## config.mk

```make
export PLATFORM = sky130hd
export DESIGN_NAME = ppc_top
export DESIGN_NICKNAME = d
export VERILOG_FILES = /design/src/core/ppc_pkg.sv /design/src/core/ppc_sync3.sv /design/src/core/ppc_act_det.sv /design/src/core/ppc_top.sv
export SDC_FILE = /design/constraint.sdc
export NUM_CORES = 1
export LEC_CHECK = 0
export BUFFER_PORTS_ARGS = -buffer_cell sky130_fd_sc_hd__buf_2
export CORE_MARGIN = 5
export CORE_UTILIZATION = 57
export CTS_CLUSTER_SIZE = 10
export DETAILED_ROUTE_END_ITERATION = 7
export GPL_ROUTABILITY_DRIVEN = 1
export GPL_TIMING_DRIVEN = 0
export PLACE_DENSITY_LB_ADDON = 0.05
export SLEW_MARGIN = 20
export SYNTH_ARGS = -nofsm -noshare
export SYNTH_HDL_FRONTEND = slang
export SYNTH_HIERARCHICAL = 1
export SYNTH_SLANG_ARGS = --single-unit
```

## constraint.sdc

```tcl
create_clock -name clk -period 8.35 [get_ports clk]
set_input_delay 0.4175 -clock clk [delete_from_list [all_inputs] [get_ports clk]]
set_output_delay 0.4175 -clock clk [all_outputs]
set_load 0.01 [all_outputs]
```

## src/core/ppc_pkg.sv

```systemverilog
// Constants shared by the pixel clock loop and power state controller
// Overview of operation
// Divide generated pixel count, compare with sync, trim oscillator frequency to hold lock
// Divisor is 12 bits; host keeps it between 221 and 4095
// Effective divide ratio is the programmed divisor plus one
// Sync reference of 15 to 110 kHz accepted, pixel clock 12 to 110 MHz; band 3 here reaches 140 MHz
// Two-bit band field picks one of four oscillator frequency bands
// Three-bit pump field sets loop drive, 50 to 1500 microamps
// Five-bit phase field shifts sampling clock in 32 steps of 11.25 degrees
// Aligned sync output copies sync with the same phase shift
// While coast is active the loop keeps its present frequency
// Coast active level is programmable
// Sync active level is programmable
// Host sets both polarities to match real inputs when not auto-detecting
// Power state derives from activity detectors, interface bits and power-down bit
// Full power with bit 1 and sync, seek with bit 1 alone, else down
// Power-down command overrides the automatic activity-based selection
// Power-down control is bit 1 of register 0FH, zero requests power-down
// Sync detected is the OR of bits 7, 4 and 1 of register 14H
// Only bus, activity detect, slicer and bandgap stay powered outside full power
// Host uses recommended band and pump codes for standard formats
// Divisor high byte in 01H, low nibble in 02H bits 7:4, high first
// Band field is 03H bits 7:6, pump field is 03H bits 5:3
// Phase field is 04H bits 7:3; larger means more delay, step T/32
// Coast is asynchronous and disables the loop reference input
// Coast gates the comparator so the frequency word holds its last value
package ppc_pkg;

  // ****************************************
  // Register map and reset values
  // ****************************************
  localparam logic [7:0] ADDR_REV     = 8'h00;
  localparam logic [7:0] ADDR_DIV_HI  = 8'h01;
  localparam logic [7:0] ADDR_DIV_LO  = 8'h02;
  localparam logic [7:0] ADDR_LOOP    = 8'h03;
  localparam logic [7:0] ADDR_PHASE   = 8'h04;
  localparam logic [7:0] ADDR_POL     = 8'h0E;
  localparam logic [7:0] ADDR_PWR     = 8'h0F;
  localparam logic [7:0] ADDR_ACT     = 8'h14;
  localparam logic [7:0] RST_DIV_HI   = 8'h69;
  localparam logic [7:0] RST_DIV_LO   = 8'hD0;
  localparam logic [7:0] RST_LOOP     = 8'h48;
  localparam logic [7:0] RST_PHASE    = 8'h80;
  localparam logic [7:0] RST_POL      = 8'h48;
  localparam logic [7:0] RST_PWR      = 8'h02;
  localparam logic [7:0] REV_CODE     = 8'h00; // Arbitrary revision value

  // ****************************************
  // Field positions
  // ****************************************
  localparam int POS_BAND     = 6;
  localparam int POS_PUMP     = 3;
  localparam int POS_PHASE    = 3;
  localparam int POS_DIV_LO   = 4;
  localparam int POS_PD       = 1;
  localparam int POS_HS_POL   = 6;
  localparam int POS_CST_POL  = 3;
  localparam int POS_ACT_HS   = 7;
  localparam int POS_ACT_B    = 4;
  localparam int POS_ACT_C    = 1;

  // ****************************************
  // Timing, in its own units and in cycles
  // ****************************************
  localparam int CLK_HZ       = 20_000_000;
  localparam int HS_MIN_HZ    = 15_000;
  localparam int HS_MAX_HZ    = 110_000;
  localparam int PER_MIN_CYC  = CLK_HZ / HS_MAX_HZ;
  localparam int PER_MAX_CYC  = CLK_HZ / HS_MIN_HZ;
  localparam int ACT_TMO_US   = 200;
  localparam int ACT_TMO_CYC  = ACT_TMO_US * (CLK_HZ / 1_000_000);

  // ****************************************
  // Loop arithmetic
  // ****************************************
  localparam int FRAC         = 16;
  localparam int FCW_W        = 19;
  localparam int LOOP_SHIFT   = 2;
  localparam int LOCK_TOL     = 2;
  localparam int CLK_MHZ      = 20;
  localparam int BAND0_LO_MHZ = 12;
  localparam int BAND1_LO_MHZ = 32;
  localparam int BAND2_LO_MHZ = 64;
  localparam int BAND3_LO_MHZ = 110;
  localparam int BAND3_HI_MHZ = 140;
  localparam logic [FCW_W-1:0] RST_FCW = FCW_W'((65 * (1 << FRAC)) / CLK_MHZ);

  typedef enum logic [1:0] {PPC_FULL, PPC_SEEK, PPC_DOWN} ppc_pwr_e;

endpackage

```

## src/core/ppc_sync3.sv

```systemverilog
// Three-stage synchroniser with agreement filter for one asynchronous pin
`timescale 1ns/100ps
module ppc_sync3 (
  input  wire logic clk,
  input  wire logic rst_b,
  input  wire logic pin_in,
  output logic      level_ff
);

  logic s1_ff;
  logic s2_ff;
  logic s3_ff;

  // Chain; the first stage feeds only the second
  always_ff @(posedge clk or negedge rst_b) begin
    if (!rst_b) begin
      s1_ff <= 1'b0;
      s2_ff <= 1'b0;
      s3_ff <= 1'b0;
    end else begin
      s1_ff <= pin_in;
      s2_ff <= s1_ff;
      s3_ff <= s2_ff;
    end
  end

  // Accept a change only once two settled stages agree
  always_ff @(posedge clk or negedge rst_b) begin
    if (!rst_b) begin
      level_ff <= 1'b0;
    end else if (s2_ff == s3_ff) begin
      level_ff <= s2_ff;
    end
  end

endmodule

```

## src/core/ppc_act_det.sv

```systemverilog
// Sync activity detector: active while edges keep arriving before timeout
`timescale 1ns/100ps
module ppc_act_det #(
  parameter int TMO_CYC = ppc_pkg::ACT_TMO_CYC
) (
  input  wire logic clk,
  input  wire logic rst_b,
  input  wire logic edge_in,
  output logic      active_ff
);
  import ppc_pkg::*;

  localparam int CW = $clog2(TMO_CYC + 1);

  logic [CW-1:0] cnt_ff;

  // Restart on every edge, saturate at timeout
  always_ff @(posedge clk or negedge rst_b) begin
    if (!rst_b) begin
      cnt_ff    <= '0;
      active_ff <= 1'b0;
    end else if (edge_in) begin
      cnt_ff    <= '0;
      active_ff <= 1'b1;
    end else if (cnt_ff == CW'(TMO_CYC)) begin
      active_ff <= 1'b0;
    end else begin
      cnt_ff <= cnt_ff + CW'(1);
    end
  end

endmodule

```

## src/core/ppc_top.sv

```systemverilog
// Pixel clock loop control, polarity, coast and power state selection
`timescale 1ns/100ps
module ppc_top #(
  parameter logic [7:0] REV = ppc_pkg::REV_CODE // Arbitrary value
) (
  input  wire logic                       clk,
  input  wire logic                       rst_b,
  input  wire logic                       hsync_pin,
  input  wire logic                       coast_pin,
  input  wire logic [1:0]                 aux_sync_act,
  input  wire logic [7:0]                 reg_addr,
  input  wire logic [7:0]                 reg_wdata,
  input  wire logic                       reg_wr,
  input  wire logic                       reg_rd,
  output logic      [7:0]                 reg_rdata_ff,
  output logic      [ppc_pkg::FCW_W-1:0]  freq_word_ff,
  output logic                            loop_lock_ff,
  output logic      [4:0]                 sample_phase_ff,
  output logic                            aligned_sync_out_ff,
  output logic      [4:0]                 aligned_sync_phase_ff,
  output logic      [1:0]                 osc_band_field_ff,
  output logic      [2:0]                 pump_current_ff,
  output logic                            core_power_on_ff,
  output logic                            seek_mode_ff
);
  import ppc_pkg::*;

  // ****************************************
  // Register storage
  // ****************************************
  logic [7:0]       div_stage_ff;
  logic [11:0]      divisor_ff;
  logic [7:0]       div_lo_ff;
  logic             hs_pol_ff;
  logic             cst_pol_ff;
  logic             pd_bit_ff;
  ppc_pwr_e         pwr_ff;
  ppc_pwr_e         nxt_pwr;

  // Loop state
  logic [FRAC-1:0]  acc_ff;
  logic [12:0]      pix_cnt_ff;
  logic [10:0]      per_cnt_ff;
  logic             resync_ff;
  logic             hs_prev_ff;

  // Synchronised pins and derived levels
  logic             hs_sync;
  logic             cst_sync;
  logic             hs_act;
  logic             coast_act;
  logic             hs_edge;
  logic             hs_alive;
  logic [7:0]       act_reg;
  logic             sync_det;

  // Divisor write, high part staged so one update never mixes halves
  always_ff @(posedge clk or negedge rst_b) begin
    if (!rst_b) begin
      div_stage_ff <= RST_DIV_HI;
      divisor_ff   <= {RST_DIV_HI, RST_DIV_LO[7:4]};
      div_lo_ff    <= RST_DIV_LO;
    end else if (reg_wr && reg_addr == ADDR_DIV_HI) begin
      div_stage_ff <= reg_wdata;
    end else if (reg_wr && reg_addr == ADDR_DIV_LO) begin
      div_lo_ff    <= {reg_wdata[7:4], 4'h0};
      divisor_ff   <= {div_stage_ff, reg_wdata[7:POS_DIV_LO]};
    end
  end

  // Band, pump and phase fields
  always_ff @(posedge clk or negedge rst_b) begin
    if (!rst_b) begin
      osc_band_field_ff <= RST_LOOP[POS_BAND +: 2];
      pump_current_ff   <= RST_LOOP[POS_PUMP +: 3];
      sample_phase_ff   <= RST_PHASE[POS_PHASE +: 5];
    end else if (reg_wr && reg_addr == ADDR_LOOP) begin
      osc_band_field_ff <= reg_wdata[POS_BAND +: 2];
      pump_current_ff   <= reg_wdata[POS_PUMP +: 3];
    end else if (reg_wr && reg_addr == ADDR_PHASE) begin
      sample_phase_ff   <= reg_wdata[POS_PHASE +: 5];
    end
  end

  // Polarity and power-down control bits
  always_ff @(posedge clk or negedge rst_b) begin
    if (!rst_b) begin
      hs_pol_ff  <= RST_POL[POS_HS_POL];
      cst_pol_ff <= RST_POL[POS_CST_POL];
      pd_bit_ff  <= RST_PWR[POS_PD];
    end else if (reg_wr && reg_addr == ADDR_POL) begin
      hs_pol_ff  <= reg_wdata[POS_HS_POL];
      cst_pol_ff <= reg_wdata[POS_CST_POL];
    end else if (reg_wr && reg_addr == ADDR_PWR) begin
      pd_bit_ff  <= reg_wdata[POS_PD];
    end
  end

  // Read-back; unmapped addresses return zero
  always_ff @(posedge clk or negedge rst_b) begin
    if (!rst_b) begin
      reg_rdata_ff <= 8'h00;
    end else if (reg_rd) begin
      unique case (reg_addr)
        ADDR_REV:    reg_rdata_ff <= REV;
        ADDR_DIV_HI: reg_rdata_ff <= div_stage_ff;
        ADDR_DIV_LO: reg_rdata_ff <= div_lo_ff;
        ADDR_LOOP:   reg_rdata_ff <= {osc_band_field_ff, pump_current_ff, 3'b000};
        ADDR_PHASE:  reg_rdata_ff <= {sample_phase_ff, 3'b000};
        ADDR_POL:    reg_rdata_ff <= 8'((hs_pol_ff << POS_HS_POL) | (cst_pol_ff << POS_CST_POL));
        ADDR_PWR:    reg_rdata_ff <= 8'(pd_bit_ff << POS_PD);
        ADDR_ACT:    reg_rdata_ff <= act_reg;
        default:     reg_rdata_ff <= 8'h00;
      endcase
    end
  end

  // ****************************************
  // Input conditioning
  // ****************************************
  ppc_sync3 u_hs_sync (
    .clk      (clk),
    .rst_b    (rst_b),
    .pin_in   (hsync_pin),
    .level_ff (hs_sync)
  );

  // Coast is asynchronous to everything, so it gets its own chain
  ppc_sync3 u_cst_sync (
    .clk      (clk),
    .rst_b    (rst_b),
    .pin_in   (coast_pin),
    .level_ff (cst_sync)
  );

  // Active levels after programmable polarity
  assign hs_act    = hs_pol_ff ? hs_sync : ~hs_sync;
  assign coast_act = cst_pol_ff ? cst_sync : ~cst_sync;
  assign hs_edge   = hs_act & ~hs_prev_ff;

  ppc_act_det u_hs_act (
    .clk       (clk),
    .rst_b     (rst_b),
    .edge_in   (hs_edge),
    .active_ff (hs_alive)
  );

  // Activity status word and the detect condition
  assign act_reg  = 8'((hs_alive << POS_ACT_HS) | (aux_sync_act[1] << POS_ACT_B)
                    | (aux_sync_act[0] << POS_ACT_C));
  assign sync_det = act_reg[POS_ACT_HS] | act_reg[POS_ACT_B] | act_reg[POS_ACT_C];

  // Aligned sync copy carries the same phase code as the sample clock
  always_ff @(posedge clk or negedge rst_b) begin
    if (!rst_b) begin
      hs_prev_ff            <= 1'b0;
      aligned_sync_out_ff   <= 1'b0;
      aligned_sync_phase_ff <= RST_PHASE[POS_PHASE +: 5]; // Same code as the phase field
    end else begin
      hs_prev_ff            <= hs_act;
      aligned_sync_out_ff   <= hs_act;
      aligned_sync_phase_ff <= sample_phase_ff;
    end
  end

  // ****************************************
  // Power state
  // ****************************************
  // Power-down bit is tested first so the detectors can never override it
  always_comb begin
    if (!pd_bit_ff) begin
      nxt_pwr = PPC_DOWN;
    end else if (sync_det) begin
      nxt_pwr = PPC_FULL;
    end else begin
      nxt_pwr = PPC_SEEK;
    end
  end

  // Only full power enables the loop; detectors and bus stay alive always
  always_ff @(posedge clk or negedge rst_b) begin
    if (!rst_b) begin
      pwr_ff           <= PPC_DOWN;
      core_power_on_ff <= 1'b0;
      seek_mode_ff     <= 1'b0;
    end else begin
      pwr_ff           <= nxt_pwr;
      core_power_on_ff <= (nxt_pwr == PPC_FULL);
      seek_mode_ff     <= (nxt_pwr == PPC_SEEK);
    end
  end

  // ****************************************
  // Digital loop
  // ****************************************
  logic               per_ok;
  logic               ref_take;
  logic signed [13:0] err;
  logic [4:0]         gain;
  logic signed [22:0] delta;
  logic signed [22:0] fcw_raw;
  logic [FCW_W-1:0]   band_lo;
  logic [FCW_W-1:0]   band_hi;
  logic [FCW_W-1:0]   nxt_fcw;
  logic [FRAC:0]      acc_sum;

  // Period window rejects sync outside the reference range
  assign per_ok   = per_cnt_ff >= 11'(PER_MIN_CYC) && per_cnt_ff <= 11'(PER_MAX_CYC);
  // Coast closes the reference gate, so no edge reaches the comparator
  assign ref_take = hs_edge && !coast_act && pwr_ff == PPC_FULL;
  assign err      = $signed({1'b0, pix_cnt_ff}) - $signed({2'b00, divisor_ff} + 14'd1);
  assign acc_sum  = {1'b0, acc_ff} + {1'b0, freq_word_ff[FRAC-1:0]};

  // Loop gain follows pump current in 50 uA units
  always_comb begin
    unique case (pump_current_ff)
      3'd0: gain = 5'd1;
      3'd1: gain = 5'd2;
      3'd2: gain = 5'd3;
      3'd3: gain = 5'd5;
      3'd4: gain = 5'd7;
      3'd5: gain = 5'd10;
      3'd6: gain = 5'd15;
      3'd7: gain = 5'd30;
    endcase
  end

  // Band limits in pixels per system clock
  always_comb begin
    unique case (osc_band_field_ff)
      2'd0: begin
        band_lo = FCW_W'((BAND0_LO_MHZ << FRAC) / CLK_MHZ);
        band_hi = FCW_W'((BAND1_LO_MHZ << FRAC) / CLK_MHZ);
      end
      2'd1: begin
        band_lo = FCW_W'((BAND1_LO_MHZ << FRAC) / CLK_MHZ);
        band_hi = FCW_W'((BAND2_LO_MHZ << FRAC) / CLK_MHZ);
      end
      2'd2: begin
        band_lo = FCW_W'((BAND2_LO_MHZ << FRAC) / CLK_MHZ);
        band_hi = FCW_W'((BAND3_LO_MHZ << FRAC) / CLK_MHZ);
      end
      2'd3: begin
        band_lo = FCW_W'((BAND3_LO_MHZ << FRAC) / CLK_MHZ);
        band_hi = FCW_W'((BAND3_HI_MHZ << FRAC) / CLK_MHZ);
      end
    endcase
  end

  // Trim frequency against the divided count, then clamp into the band
  always_comb begin
    delta   = 23'(err * $signed({1'b0, gain})) <<< LOOP_SHIFT;
    fcw_raw = $signed({4'h0, freq_word_ff});
    if (ref_take && !resync_ff && per_ok) begin
      fcw_raw = fcw_raw - delta;
    end
    if (fcw_raw < $signed({4'h0, band_lo})) begin
      nxt_fcw = band_lo;
    end else if (fcw_raw > $signed({4'h0, band_hi})) begin
      nxt_fcw = band_hi;
    end else begin
      nxt_fcw = fcw_raw[FCW_W-1:0];
    end
  end

  // Frequency word; frozen outside full power
  always_ff @(posedge clk or negedge rst_b) begin
    if (!rst_b) begin
      freq_word_ff <= RST_FCW;
    end else if (pwr_ff == PPC_FULL) begin
      freq_word_ff <= nxt_fcw;
    end
  end

  // Divided pixel count; oscillator runs free between edges and in coast
  always_ff @(posedge clk or negedge rst_b) begin
    if (!rst_b) begin
      acc_ff     <= '0;
      pix_cnt_ff <= '0;
    end else if (ref_take) begin
      acc_ff     <= acc_sum[FRAC-1:0];
      pix_cnt_ff <= 13'(freq_word_ff[FCW_W-1:FRAC]) + 13'(acc_sum[FRAC]);
    end else if (pwr_ff == PPC_FULL) begin
      acc_ff     <= acc_sum[FRAC-1:0];
      pix_cnt_ff <= 13'(pix_cnt_ff + freq_word_ff[FCW_W-1:FRAC] + acc_sum[FRAC]);
    end
  end

  // Sync period measure; edges during coast still restart it
  always_ff @(posedge clk or negedge rst_b) begin
    if (!rst_b) begin
      per_cnt_ff <= '0;
    end else if (hs_edge) begin
      per_cnt_ff <= 11'd1;
    end else if (per_cnt_ff != '1) begin
      per_cnt_ff <= per_cnt_ff + 11'd1;
    end
  end

  // After coast or a bad period the first edge only restarts the count
  always_ff @(posedge clk or negedge rst_b) begin
    if (!rst_b) begin
      resync_ff    <= 1'b1;
      loop_lock_ff <= 1'b0;
    end else if (pwr_ff != PPC_FULL) begin
      resync_ff    <= 1'b1;
      loop_lock_ff <= 1'b0;
    end else if (coast_act) begin
      resync_ff    <= 1'b1;
    end else if (ref_take) begin
      resync_ff    <= !per_ok;
      loop_lock_ff <= !resync_ff && per_ok && err <= 14'sd2 && err >= -14'sd2;
    end
  end
endmodule

```

==> impl_metrics.ini <==
[setup_path]
cpPeakStageDelay_ns = 0.55
cp.arrival_ns = 9.15
critical_path.max_fanout = 4
cp-start-kind = flip-flop
required_ns = 8.64
cp_slowest_cell = dfstp_2
critical_path_class = reg2reg
end_kind = flip-flop

[yosys]
yosys_warnings = 6
postSynthAreaPerCell_um2 = 8.98
synth_edf_count = 0
synthesis.nets = 1504
ys_ff_latch = 132
syn_area_um2 = 11800
syn_inst = 1314
ys_async_sr_fraction_pct = 100
ys.flop_type = dfrtp_1
yosysSeqAreaShare_pct = 28.2
yosysUniqueCellTypes = 93

[power_and_ir_drop]
ir_worst_vdd_mv = 0.353
pwr-share-seq_pct = 12.0
sw_frac_of_total_pct = 49.3
pwr-share-clk_pct = 11.5
p_leak_nw = 6.59
p_int_w = 0.00343
power-per-cell-area_nw_per_um2 = 480
switchingPower_w = 0.00333
combPwrFrac_pct = 76.5

[floorplan]
core-area_um2 = 20300
io_pins = 70
rows = 52
start_util_pct = 58.1
dieArea_um2 = 23700
die_h_um = 154
dieWidth_um = 154

[placement]
place_area_um2 = 12700
portBuffers = 69
dp_hpwl_um = 24000
place.gp.congestion = 0.958

[outcome]
violations = setup timing
outcome = finished, violations left

[detailed_routing]
post_drt_wl_per_cell_um = 18.2
vias = 10400
ant_nets = 0
viasPerCell = 5.99
drc_errors = 0
dr.first_iter.drc_count = 706
drt-total-wl_um = 31800
firstDrtPassIters = 5

[grt]
grt_pass1_vias = 10300
grt_overflow = 0
antenna_found_initial = 0
track_usage_pct = 26.8
grt_max_degree = 72
grt_pass1_wl_um = 52000

[run]
max_cap_viol_count = 0

[sta]
worstMarginPinSlew_ns = 0.797
fin_crit_sh_pct = 106
setup_violations = 19
min_period_ns = 8.86
hold_viol = 0
slew-limit-headroom_pct = 45.5
slew_violations = 0
hold_ws_ns = 0.105
fin_skew_ns = 0.0212
grt_setup_unrepaired = true
fmax_mhz = 113
timing.final.ws_setup_ns = -0.514

[finish]
drive_gt1_share_pct = 23.1
fin_nets = 1647
final_cell_mix = nor2_1, inv_1, dfrtp_1
area_delta_synth_final_pct = 19.3
layout_commonest_cell = nor2_1
design_area_um2 = 14100
diodes = 0

[clocking]
clock-sinks = 132
cts_max_level = 4
worstSkewPairLatency_ns = 0.43
cts_buffers = 17
cts_root_buffer = clkbuf_16
path_clk_slew_ns = 0.07
cts_tree = built
clock_path_buffers = 2

[worst_hold_path]
hold_path.class = in2reg
==> Yosys cell counts, types with 4 or more instances <==
cell type  number  area, µm²
dfstp_2        23        604
nor4_1          5       31.3
a31o_2          4       35.0
nand3_1        37        185
a222oi_1        4       40.0
nor2_1        124        465
a211oi_1       12       90.1
a31oi_1        15       93.8
nand2_1       108        405
o21bai_1        8       60.1
clkbuf_1       31        116
ha_1          118       1480
o211ai_1       10       75.1
fa_1           48        961
nor3_1         31        155
o21a_1         13       97.6
and3_1         14       87.6
mux2_2         37        417
o21ai_0        80        400
or2_2          14       87.6
nand4_1        14       87.6
a32o_1          5       50.1
a221oi_1        4       35.0
o221ai_1        4       35.0
a21boi_0        8       60.1
o41ai_1         4       35.0
or4_1           9       67.6
or3_1           7       43.8
and4_1          9       78.8
a21oi_1        64        320
mux2i_1         8       80.1
a211o_1         5       43.8
xor2_1         23        201
o31a_1          4       35.0
xnor2_1        34        298
o2111ai_1       4       35.0
nand2b_1        8       50.1
inv_1         120        450
nor2b_1         9       56.3
dfrtp_1       109       2730
nor3b_1         5       37.5
o22ai_1         9       56.3
a21o_1         20        150
o31ai_1        18        135
and2_1          8       50.1
==> final timing paths <==
check                                           from                        endpoint  slack (ns)  cells after the start
max                        divisor_ff[0]$_DFFE_PN1P_    freq_word_ff[18]$_DFFE_PN0P_       -0.51                     43
min                                        hsync_pin       u_hs_sync/s1_ff$_DFF_PN0_        0.11                      1
max reg2reg                divisor_ff[0]$_DFFE_PN1P_    freq_word_ff[18]$_DFFE_PN0P_       -0.51                     43
min reg2reg                u_hs_sync/s1_ff$_DFF_PN0_       u_hs_sync/s2_ff$_DFF_PN0_        0.35                      0
max in group asynchronous                      rst_b  pump_current_ff[0]$_DFFE_PN1P_        7.04                      3
min in group asynchronous                      rst_b          acc_ff[13]$_DFFE_PN0P_        0.51                      2
==> final cells by class <==
class,instances,area (µm²)
sequential,132,3330
buffer,32,130
timing repair buffer,126,806
multi-input combinational,1028,8410
tap,270,338
clock buffer,18,439
clock inverter,14,166
fill,1632,6220
inverter,120,450
==> power groups by stage <==
stage / Sequential, W / Clock [W] / Combinational (W)
floorplan: 0.000805 / 0 / 0.00333
global placement: 0.000821 / 0 / 0.00421
detailed placement: 0.000824 / 0 / 0.00428
CTS: 0.000811 / 0.000786 / 0.00491
global route: 0.000822 / 0.000822 / 0.00568
finish: 0.000812 / 0.000778 / 0.00517
==> logic make-up after synthesis <==
| group | share of synthesized area [%] |
|---|---|
| AO/OA/AOI/OAI | 19.1 |
| buffers and inverters | 4.98 |
| multiplexers | 4.21 |
| flip-flops | 28.2 |
| adder cells (fa/ha/maj) | 20.9 |
| AND/OR/NAND/NOR | 17.9 |
| XOR/XNOR | 4.61 |
==> layer usage <==
metal | vias up | global-route usage [%] | wire, µm
met5 | - | 0 | 0
li1 | 5016 | - | -
met2 | 307 | 41.8 | 14300
met3 | 61 | 5.73 | 1980
met1 | 5031 | 37.7 | 14700
met4 | 0 | 8.28 | 779
==> worst max-delay path: cells and delay by family, from the launching register on <==
kind	cells	cell delay [ns]
AO/OA/AOI/OAI	16	2.55
AND/OR/NAND/NOR	9	1.55
adder cells (fa/ha/maj)	8	2.89
buffers and inverters	7	0.76
XOR/XNOR	3	0.44
flip-flops	1	0.55
==> registers in the layout, indices dropped and copies added (netlist names), 2 cells and up <==
| signal | count |
|---|---|
| pix_cnt_ff | 13 |
| reg_rdata_ff | 8 |
| acc_ff | 16 |
| freq_word_ff | 19 |
| u_hs_act/cnt_ff | 12 |
| div_stage_ff | 8 |
| pump_current_ff | 3 |
| osc_band_field_ff | 2 |
| per_cnt_ff | 11 |
| pwr_ff | 2 |
| divisor_ff | 12 |
| aligned_sync_phase_ff | 5 |
| sample_phase_ff | 5 |
==> metrics by stage <==
stage | util (%) | std cells | power (W) | setup WS [ns] | TNS, ns
after floorplan | - | 1314 | 0.00414 | -0.0890 | -0.105
after global placement | 62.2 | 1653 | 0.00503 | -1.24 | -18.84
final | 69.3 | 1740 | 0.00676 | -0.514 | -8.29
after detailed placement | 62.3 | 1654 | 0.00510 | -1.25 | -19.18
after CTS | 68.5 | 1729 | 0.00651 | -0.377 | -5.13
after global routing | 69.3 | 1740 | 0.00732 | -0.926 | -16.06
==> repair_timing <==
item | CTS | global route
hold buffers | 1 | 0
gates resized for setup | 64 | 19
hold endpoints to repair | 38 | 0
setup endpoints to repair | 19 | 19
setup buffers | 43 | 13
pin swaps | 62 | 26
No activity file was read; power rests on OpenSTA's default activity.
